File: src/hw/adc_seq_regs.vh
`ifndef ADC_SEQ_REGS_VH
`define ADC_SEQ_REGS_VH

// wishbone byte offsets
`define OFS_CFG0 8'h00
`define OFS_CFG1 8'h04
`define OFS_CFG2 8'h08
`define OFS_CFG3 8'h0C
`define OFS_CMD 8'h10
`define OFS_DATA 8'h14
`define OFS_STATUS 8'h18

// reset values
`define CFG0_RST 8'h00
`define CFG1_RST 8'h00
`define CFG2_RST 8'h00
`define CFG3_RST 8'h00
`define RESULT_RST 24'h00_0000

// cfg1 fields
`define DR_MSB 7
`define DR_LSB 5
`define OPM_MSB 4
`define OPM_LSB 3
`define CM_BIT 2
`define TS_BIT 1
// cfg2 fields
`define VREF_MSB 7
`define VREF_LSB 6
// cfg3 fields
`define EXC_MSB 7
`define EXC_LSB 5

// operating mode encoding
`define OPM_NORMAL 2'h0
`define OPM_DUTY 2'h1
`define OPM_TURBO 2'h2

// command byte, upper seven bits, last bit ignored
`define CMD_START 7'h04
`define CMD_SLEEP 7'h01
`define CMD_RESET 7'h03

// temperature placement
`define TEMP_W 14
`define TEMP_PAD 10'h000

// timing
`define CLK_PERIOD_NS 8
`define PWRUP_TIME_NS 50000
`define PWRUP_CYCLES ((`PWRUP_TIME_NS + `CLK_PERIOD_NS - 1) / `CLK_PERIOD_NS)
`define START_DLY_NORMAL 8'hD2
`define START_DLY_TURBO 8'h72
`define MOD_DIV_NORMAL 4'hF
`define MOD_DIV_TURBO 4'h7
`define DUTY_IDLE_PERIODS 2'h3

// modulator ticks per conversion, by rate code
`define PER_DR0 16'h3200
`define PER_DR1 16'h1639
`define PER_DR2 16'h0B1C
`define PER_DR3 16'h05B7
`define PER_DR4 16'h0308
`define PER_DR5 16'h01AB
`define PER_DR6 16'h0100

`endif

File: src/hw/adc_conversion_mode_sequencer.v
`include "adc_seq_regs.vh"

// How it works
// - temperature select converts the internal sensor
// - temperature mode ignores cfg0, forces internal reference
// - 14-bit temperature left-justified in 24-bit word
// - result read most significant byte first
// - temperature code 0.03125 C, twos complement
// - temperature code passed unchanged from sensor
// - 50 us internal reset after power-up
// - reset loads defaults, single-shot mode
// - one default conversion after reset, then idle
// - one bit picks single-shot or continuous
// - single-shot converts once per start, then idles
// - single-shot config write restarts one conversion
// - continuous stores result, starts next immediately
// - first conversion 210 or 114 clocks after start
// - continuous config write restarts current conversion
// - normal mode modulator is clock over 16
// - three-bit rate field selects conversion period
// - duty mode: one conversion, three idle periods
// - turbo mode modulator is clock over 8
// - sleep finishes conversion; start wakes device
// - ready low on new data, high on read
module adc_conversion_mode_sequencer #(
   parameter RESET_CYCLES = `PWRUP_CYCLES,
   parameter PERIOD_SHIFT = 0
) (
   // clock and reset
   input wire CLOCK,
   input wire RST,
   // wishbone slave
   input wire WB_CYC_I,
   input wire WB_STB_I,
   input wire WB_WE_I,
   input wire [7:0] WB_ADR_I,
   input wire [3:0] WB_SEL_I,
   input wire [31:0] WB_DAT_I,
   output reg [31:0] WB_DAT_O,
   output reg WB_ACK_O,
   // front-end results
   input wire [23:0] SAMPLE_IN,
   input wire [13:0] TEMP_IN,
   // front-end control
   output reg ANALOG_ON,
   output reg OSC_ON,
   output reg EXCITATION_ON,
   output reg INTERNAL_REF,
   output reg TEMP_SENSE,
   output reg [7:0] INPUT_CFG,
   output reg CONVERTING,
   // data ready
   output reg DATA_READY_N
);

   localparam S_RESET = 3'd0;
   localparam S_IDLE = 3'd1;
   localparam S_DELAY = 3'd2;
   localparam S_CONV = 3'd3;
   localparam S_DUTY = 3'd4;
   localparam S_SLEEP = 3'd5;

   localparam [31:0] RESET_SPAN = RESET_CYCLES;
   localparam [15:0] RESET_LAST = RESET_SPAN[15:0] - 16'h0001;

   reg [7:0] cfg0;
   reg [7:0] cfg1;
   reg [7:0] cfg2;
   reg [7:0] cfg3;
   reg [23:0] result;
   reg [2:0] state;
   reg [15:0] wait_cnt;
   reg [15:0] conv_cnt;
   reg [1:0] duty_left;
   reg run_cont;
   reg sleep_pending;
   reg [31:0] rd_word;

   function [15:0] conv_ticks;
      input [2:0] rate;
      begin
         case (rate)
            3'd0: conv_ticks = `PER_DR0;
            3'd1: conv_ticks = `PER_DR1;
            3'd2: conv_ticks = `PER_DR2;
            3'd3: conv_ticks = `PER_DR3;
            3'd4: conv_ticks = `PER_DR4;
            3'd5: conv_ticks = `PER_DR5;
            default: conv_ticks = `PER_DR6;
         endcase
      end
   endfunction

   // configuration fields
   wire [2:0] data_rate_field = cfg1[`DR_MSB:`DR_LSB];
   wire [1:0] op_mode = cfg1[`OPM_MSB:`OPM_LSB];
   wire conversion_mode_bit = cfg1[`CM_BIT];
   wire temp_sensor_select = cfg1[`TS_BIT];
   wire turbo = (op_mode == `OPM_TURBO);
   wire duty = (op_mode == `OPM_DUTY);
   wire [15:0] period = conv_ticks(data_rate_field) >> PERIOD_SHIFT;
   wire [15:0] period_last = period - 16'h0001;
   wire [15:0] ready_rise = period - 16'h0003;
   wire [15:0] start_last = {8'h00, turbo ? `START_DLY_TURBO : `START_DLY_NORMAL} - 16'h0001;

   // bus decode
   wire req = WB_CYC_I & WB_STB_I & ~WB_ACK_O;
   wire wr = req & WB_WE_I & WB_SEL_I[0];
   wire rd = req & ~WB_WE_I;
   wire in_reset = (state == S_RESET);
   wire adr_cfg = (WB_ADR_I == `OFS_CFG0) | (WB_ADR_I == `OFS_CFG1) |
                  (WB_ADR_I == `OFS_CFG2) | (WB_ADR_I == `OFS_CFG3);
   // host must stay quiet during the power-up reset; writes then are dropped, except a reset command
   wire cfg_wr = wr & adr_cfg & ~in_reset;
   wire cmd_wr = wr & (WB_ADR_I == `OFS_CMD);
   wire cmd_start = cmd_wr & ~in_reset & (WB_DAT_I[7:1] == `CMD_START);
   wire sleep_command = cmd_wr & ~in_reset & (WB_DAT_I[7:1] == `CMD_SLEEP);
   wire cmd_reset = cmd_wr & (WB_DAT_I[7:1] == `CMD_RESET);
   wire data_read = rd & (WB_ADR_I == `OFS_DATA);

   wire busy_conv = (state == S_CONV) | (state == S_DELAY);
   wire running = busy_conv | (state == S_DUTY);
   wire mod_tick;
   wire conv_done = (state == S_CONV) & mod_tick & (conv_cnt == period_last);
   wire go_sleep = sleep_pending | sleep_command;

   mod_tick_gen u_tick (
      .clk(CLOCK),
      .rst(RST),
      .run((state == S_CONV) | (state == S_DUTY)),
      .turbo(turbo),
      .tick(mod_tick)
   );

   // bus slave, one wait state
   always @(posedge CLOCK) begin
      if (RST) begin
         WB_ACK_O <= 1'b0;
      end else begin
         WB_ACK_O <= req;
      end
   end

   always @* begin
      rd_word = 32'h0000_0000;
      case (WB_ADR_I)
         `OFS_CFG0: rd_word = {24'h00_0000, cfg0};
         `OFS_CFG1: rd_word = {24'h00_0000, cfg1};
         `OFS_CFG2: rd_word = {24'h00_0000, cfg2};
         `OFS_CFG3: rd_word = {24'h00_0000, cfg3};
         `OFS_DATA: rd_word = {8'h00, result};
         `OFS_STATUS: rd_word = {24'h00_0000, 2'b00, run_cont, sleep_pending, DATA_READY_N, state};
         default: rd_word = 32'h0000_0000;
      endcase
   end

   always @(posedge CLOCK) begin
      if (RST) begin
         WB_DAT_O <= 32'h0000_0000;
      end else if (rd) begin
         WB_DAT_O <= rd_word;
      end else begin
         WB_DAT_O <= 32'h0000_0000;
      end
   end

   // configuration registers
   always @(posedge CLOCK) begin
      if (RST || cmd_reset) begin
         cfg0 <= `CFG0_RST;
         cfg1 <= `CFG1_RST;
         cfg2 <= `CFG2_RST;
         cfg3 <= `CFG3_RST;
      end else if (cfg_wr) begin
         case (WB_ADR_I)
            `OFS_CFG0: cfg0 <= WB_DAT_I[7:0];
            `OFS_CFG1: cfg1 <= WB_DAT_I[7:0];
            `OFS_CFG2: cfg2 <= WB_DAT_I[7:0];
            default: cfg3 <= WB_DAT_I[7:0];
         endcase
      end
   end

   // sequencer
   always @(posedge CLOCK) begin
      if (RST || cmd_reset) begin
         state <= S_RESET;
         wait_cnt <= 16'h0000;
         conv_cnt <= 16'h0000;
         duty_left <= 2'h0;
         run_cont <= 1'b0;
         sleep_pending <= 1'b0;
      end else if (cmd_start) begin
         // also the wake-up path out of sleep
         state <= S_DELAY;
         wait_cnt <= 16'h0000;
         conv_cnt <= 16'h0000;
         run_cont <= conversion_mode_bit;
         sleep_pending <= 1'b0;
      end else if (cfg_wr && run_cont && running) begin
         // restart in place, keep continuous running
         if (state == S_CONV) begin
            conv_cnt <= 16'h0000;
         end
      end else if (cfg_wr) begin
         // acts as a start but only ever for one conversion
         state <= S_DELAY;
         wait_cnt <= 16'h0000;
         conv_cnt <= 16'h0000;
         run_cont <= 1'b0;
         sleep_pending <= 1'b0;
      end else begin
         if (sleep_command && busy_conv) begin
            sleep_pending <= 1'b1;
         end
         case (state)
            S_RESET: begin
               if (wait_cnt >= RESET_LAST) begin
                  state <= S_DELAY;
                  wait_cnt <= 16'h0000;
                  run_cont <= 1'b0;
               end else begin
                  wait_cnt <= wait_cnt + 16'h0001;
               end
            end
            S_DELAY: begin
               if (wait_cnt >= start_last) begin
                  state <= S_CONV;
                  wait_cnt <= 16'h0000;
                  conv_cnt <= 16'h0000;
               end else begin
                  wait_cnt <= wait_cnt + 16'h0001;
               end
            end
            S_CONV: begin
               if (conv_done) begin
                  conv_cnt <= 16'h0000;
                  if (go_sleep) begin
                     state <= S_SLEEP;
                     sleep_pending <= 1'b0;
                     run_cont <= 1'b0;
                  end else if (run_cont && duty) begin
                     state <= S_DUTY;
                     duty_left <= `DUTY_IDLE_PERIODS - 2'h1;
                  end else if (run_cont) begin
                     state <= S_CONV;
                  end else begin
                     state <= S_IDLE;
                  end
               end else if (mod_tick) begin
                  conv_cnt <= conv_cnt + 16'h0001;
               end
            end
            S_DUTY: begin
               if (sleep_command) begin
                  state <= S_SLEEP;
                  run_cont <= 1'b0;
               end else if (mod_tick && conv_cnt == period_last) begin
                  conv_cnt <= 16'h0000;
                  if (duty_left == 2'h0) begin
                     state <= S_CONV;
                  end else begin
                     duty_left <= duty_left - 2'h1;
                  end
               end else if (mod_tick) begin
                  conv_cnt <= conv_cnt + 16'h0001;
               end
            end
            S_IDLE: begin
               if (sleep_command) begin
                  state <= S_SLEEP;
               end
            end
            S_SLEEP: begin
               state <= S_SLEEP;
            end
            default: begin
               state <= S_IDLE;
            end
         endcase
      end
   end

   // output buffer
   always @(posedge CLOCK) begin
      if (RST || cmd_reset) begin
         result <= `RESULT_RST;
      end else if (conv_done) begin
         if (temp_sensor_select) begin
            result <= {TEMP_IN, `TEMP_PAD};
         end else begin
            result <= SAMPLE_IN;
         end
      end
   end

   // data ready; new data wins over a read in the same cycle
   always @(posedge CLOCK) begin
      if (RST || cmd_reset) begin
         DATA_READY_N <= 1'b1;
      end else if (conv_done) begin
         DATA_READY_N <= 1'b0;
      end else if (data_read) begin
         DATA_READY_N <= 1'b1;
      end else if (state == S_CONV && run_cont && !duty && mod_tick && conv_cnt == ready_rise) begin
         // unread data: brief high pulse ahead of the next falling edge
         DATA_READY_N <= 1'b1;
      end
   end

   // front-end control, registered
   always @(posedge CLOCK) begin
      if (RST) begin
         ANALOG_ON <= 1'b0;
         OSC_ON <= 1'b1;
         EXCITATION_ON <= 1'b0;
         INTERNAL_REF <= 1'b1;
         TEMP_SENSE <= 1'b0;
         INPUT_CFG <= `CFG0_RST;
         CONVERTING <= 1'b0;
      end else begin
         ANALOG_ON <= busy_conv;
         OSC_ON <= busy_conv | (state == S_DUTY) | in_reset;
         // excitation stays on between single-shot conversions, off in sleep
         EXCITATION_ON <= (cfg3[`EXC_MSB:`EXC_LSB] != 3'h0) & ~in_reset & (state != S_SLEEP);
         INTERNAL_REF <= temp_sensor_select | (cfg2[`VREF_MSB:`VREF_LSB] == 2'h0);
         TEMP_SENSE <= temp_sensor_select;
         INPUT_CFG <= temp_sensor_select ? `CFG0_RST : cfg0;
         CONVERTING <= (state == S_CONV);
      end
   end

endmodule // adc_conversion_mode_sequencer

File: src/hw/mod_tick_gen.v
`include "adc_seq_regs.vh"

module mod_tick_gen (
   // clock and reset
   input wire clk,
   input wire rst,
   // control
   input wire run,
   input wire turbo,
   // modulator clock strobe
   output reg tick
);

   reg [3:0] cnt;
   wire [3:0] last = turbo ? `MOD_DIV_TURBO : `MOD_DIV_NORMAL;

   // held in reset while stopped so each conversion starts phase aligned
   always @(posedge clk) begin
      if (rst || !run) begin
         cnt <= 4'h0;
         tick <= 1'b0;
      end else if (cnt >= last) begin
         cnt <= 4'h0;
         tick <= 1'b1;
      end else begin
         cnt <= cnt + 4'h1;
         tick <= 1'b0;
      end
   end

endmodule // mod_tick_gen

File: config.mk
export PLATFORM = sky130hd
export DESIGN_NAME = adc_conversion_mode_sequencer
export DESIGN_NICKNAME = d
export VERILOG_FILES = /design/src/hw/adc_conversion_mode_sequencer.v /design/src/hw/mod_tick_gen.v
export VERILOG_INCLUDE_DIRS = /design/src /design/src/hw
export SDC_FILE = /design/constraint.sdc
export NUM_CORES = 1
export LEC_CHECK = 0
export ABC_AREA = 1
export BUFFER_PORTS_ARGS = -buffer_cell sky130_fd_sc_hd__clkbuf_2
export CAP_MARGIN = 25
export CORE_ASPECT_RATIO = 1.2
export CORE_MARGIN = 2
export CORE_UTILIZATION = 45
export CTS_BUF_LIST = sky130_fd_sc_hd__clkbuf_8 sky130_fd_sc_hd__clkbuf_16
export CTS_CLUSTER_SIZE = 14
export DETAILED_ROUTE_END_ITERATION = 6
export PLACE_DENSITY_LB_ADDON = 0.08
export SYNTH_ARGS = -nofsm -noshare
export SYNTH_HDL_FRONTEND = slang
export SYNTH_SLANG_ARGS = --single-unit
File: constraint.sdc
create_clock -name CLOCK -period 2.8 [get_ports CLOCK]
set_clock_uncertainty 0.15 [all_clocks]
set_input_delay 0.28 -clock CLOCK [delete_from_list [all_inputs] [get_ports CLOCK]]
set_output_delay 0.28 -clock CLOCK [all_outputs]
set_load 0.01 [all_outputs]
==> run_results.csv <==
group,metric,value,unit
run_status,status,"complete, no violations",
cts,htreeDepth,4,
final_layout,syn2layout_area_growth,25.16,%
sta,hold_viol_final,0,
power,p_per_area,692.0,nW/um2
setup_path,worstPathMaxFanout,18,
setup_path,regToRegSetupSlack,240,ps
setup_path,end_kind,"flip-flop",
power,netSwitchingFraction,0.3501,
sta,finalSetupViolations,0,
sta,max_slew_margin,0.4230,
cts,cts_tree,"yes",
final_layout,nFillCells,1492,
grt,track_usage,0.2384,
synth,syn_inst,990,
sta,period_share,0.9139,
synth,synth_edf_count,0,
floorplanning,die_h,140.6,um
power,pwr-share-clk,0.369,
power,pwr-share-comb,0.260,
synth,synth-seq-cells,140,
cts,cts_buffer_depth,2,
floorplanning,initial_core_util,0.4639,
setup_path,startpoint_type,"flip-flop",
grt,grt_antenna_before_repair,0,
routing,route.vias.total,6886,
grt,grt_pass1_wl,32.09,mm
final_layout,num-nets-final,1238,
final_layout,multiInputGateArea,3550,um2
flow_run,cap_violations,0,
setup_path,startpoint,"cfg1[7]",
sta,tns,0,ps
setup_path,r2r_cells,15,
synth,syn_area_per_cell,7.067,um2
synth,yosysTopAreaCell,"dfxtp_1",
setup_path,cp.arrival,2740,ps
floorplanning,die_width,117.8,um
sta,slew_violations,0,
synth,ys.flop_type,"dfxtp_1",
setup_path,timing.rr.end,"result[0]",
floorplanning,core.rowCount,49,
final_layout,seq_area,2804,um2
setup_path,r2r-start,"cfg1[7]",
setup_path,endpoint,"result[0]",
power,power_frac_seq,0.371,
power,p_leak,3.778,nW
floorplanning,core_area,15080,um2
synth,yosysTopAreaCellShare,0.4006,
place,dp_hpwl,13.76,mm
routing,drc,0,
routing,ant_nets,0,
sta,worst_slew_pin_slew,864.6,ps
power,p_sw,2.122,mW
sta,fmax,0.3908,GHz
setup_path,crit_type,"flip-flop to flip-flop",
synth,synth_area_leaders,"dfxtp_1 (40%), nand2_1 (11%), nor2_1 (6.3%), inv_1 (6.0%), a21oi_1 (5.4%)",
setup_path,worstPathRequired,2980,ps
sta,period_minus_slack,2559,ps
synth,async_flop_share,0,
power,p_int,3.938,mW
min_path,holdCritStartpoint,"SAMPLE_IN[3]",
place,portBuffers,99,
routing,drtIter0Drc,410,
place,dpl.cell_count,1291,
synth,synth_warnings,0,
final_layout,drive_above_1_share,0.1761,
grt,grt_max_degree,29,
synth,syn_area,6997,um2
routing,vias_per_cell,5.074,
routing,drt-total-wl,19.35,mm
final_layout,antenna_cells,0,
min_path,hold_class,"input port to flip-flop",
grt,grt_overflow_total,0,
sta,rsz0062_at_grt,"false",
power,vdd_ir_drop_max,0.4750,mV
floorplanning,io-pin-count,135,
cts,cts_buffers,17,
synth,synth-seq-area-share,0.4006,
routing,firstDrtPassIters,5,
synth,ys_top_cells_by_count,"nand2_1 (207), dfxtp_1 (140), nor2_1 (117)",
floorplanning,die_area,16570,um2
synth,synth.most_common_cell,"nand2_1",
final_layout,final_cells,1357,
cts,clk_pin_slew_worst_paths,60,ps
synth,synthDistinctLibCells,45,
cts,root_buffer,"clkbuf_16",
cts,cts_sinks,140,
cts,clk_latency,430,ps
routing,routedWlPerCell,14.26,um
place,place_congestion,0.9265,
grt,grt_pass1_vias,6555,
cell families after synthesis:
family                     share of synthesized area
and+or+nand+nor                               0.2859
AOI/OAI and AO/OA                             0.1667
buffers and inverters                        0.09657
DFF                                           0.4006
xor gates and xnor gates                     0.03004
adders and majority gates                    0.01967
other                                      0.0005360
critical path: stages, from the launching register on:
cell	delay [ps]
dfxtp_2	350
nand2_2	80
inv_1	50
nor2_1	140
inv_1	60
ha_1	280
xnor2_1	140
nor2_1	130
nand2_1	60
inv_1	60
nand3_2	80
nor2_4	140
nand3_4	110
nor2_4	210
inv_4	130
a211oi_1	270
power by group through the flow:
| stage | logic [mW] | registers (mW) | clock network (mW) |
|---|---|---|---|
| 6_report | 1.58 | 2.25 | 2.24 |
| 5_1_grt | 1.78 | 2.27 | 2.36 |
| 4_1_cts | 1.57 | 2.25 | 2.27 |
| 3_5_place_dp | 1.52 | 2.29 | 0 |
| 3_3_place_gp | 1.53 | 2.29 | 0 |
| 2_1_floorplan | 1.11 | 2.25 | 0 |
flip-flops by register name, indices dropped and copies added (netlist names), 2 cells and up:
signal	cells
cfg3	8
WB_DAT_O	24
cfg1	8
u_tick.cnt	4
wait_cnt	16
conv_cnt	16
duty_left	2
cfg0	8
result	24
INPUT_CFG	8
cfg2	8
state	3
through the flow:
step / hold slack (ps) / power [mW] / utilization / instance area (um2) / setup WS (ps)
floorplan: 261.5 / 3.361 / - / 7023 / 290.6
global placement: 273.9 / 3.818 / 0.5194 / 7834 / 161.4
detailed placement: 275.8 / 3.817 / 0.5194 / 7834 / 128.1
CTS: 2.295 / 6.094 / 0.5796 / 8741 / 79.77
global route: 16.97 / 6.412 / 0.5806 / 8757 / 10.16
finish: 12.24 / 6.060 / 0.5806 / 8757 / 241.2
timing repair:
item,CTS,global route
endpoints found under the setup margin,0,34
endpoints found under the hold margin,19,0
buffers inserted,0,1
hold buffers,33,0
resized for setup,0,6
how the worst min path moves through the flow:
stage	slack (ps)	endpoint	cells past startpoint
after floorplan	260	INTERNAL_REF	1
after global placement	270	WB_DAT_O[17]	2
after detailed placement	280	WB_DAT_O[16]	2
after CTS	2	result[1]	3
after global routing	20	result[1]	3
final	10	result[3]	3
layout by cell type, fill, tap and decap left out, types with 11 or more instances in the layout:
| cell type | count |
|---|---|
| nor2_1 | 116 |
| inv_1 | 113 |
| dlygate4sd3_1 | 33 |
| dfxtp_1 | 139 |
| clkbuf_2 | 99 |
| nor3_1 | 22 |
| nand2_1 | 206 |
| clkbuf_16 | 17 |
| nand3_1 | 55 |
| a31oi_1 | 22 |
| ha_1 | 11 |
| nand4_1 | 21 |
| buf_4 | 31 |
| a21oi_1 | 76 |
| xor2_1 | 17 |
| o21ai_0 | 53 |
layout make-up:
| cell class | instances | share of cell area |
|---|---|---|
| multi-input combinational | 695 | 0.4053 |
| sequential | 140 | 0.3202 |
| inverter | 120 | 0.05172 |
| tap | 204 | 0.02915 |
| timing repair buffer | 166 | 0.1277 |
| clock buffer | 17 | 0.04858 |
| clock inverter | 15 | 0.01729 |
routing by layer:
layer	global-route usage	routed length (um)	vias up
met5	0	0	-
met4	0.08307	350	0
met3	0.05542	891	31
met2	0.4012	9398	155
met1	0.3002	8706	3146
li1	-	-	3554
Power figures use the tool's default switching activity.
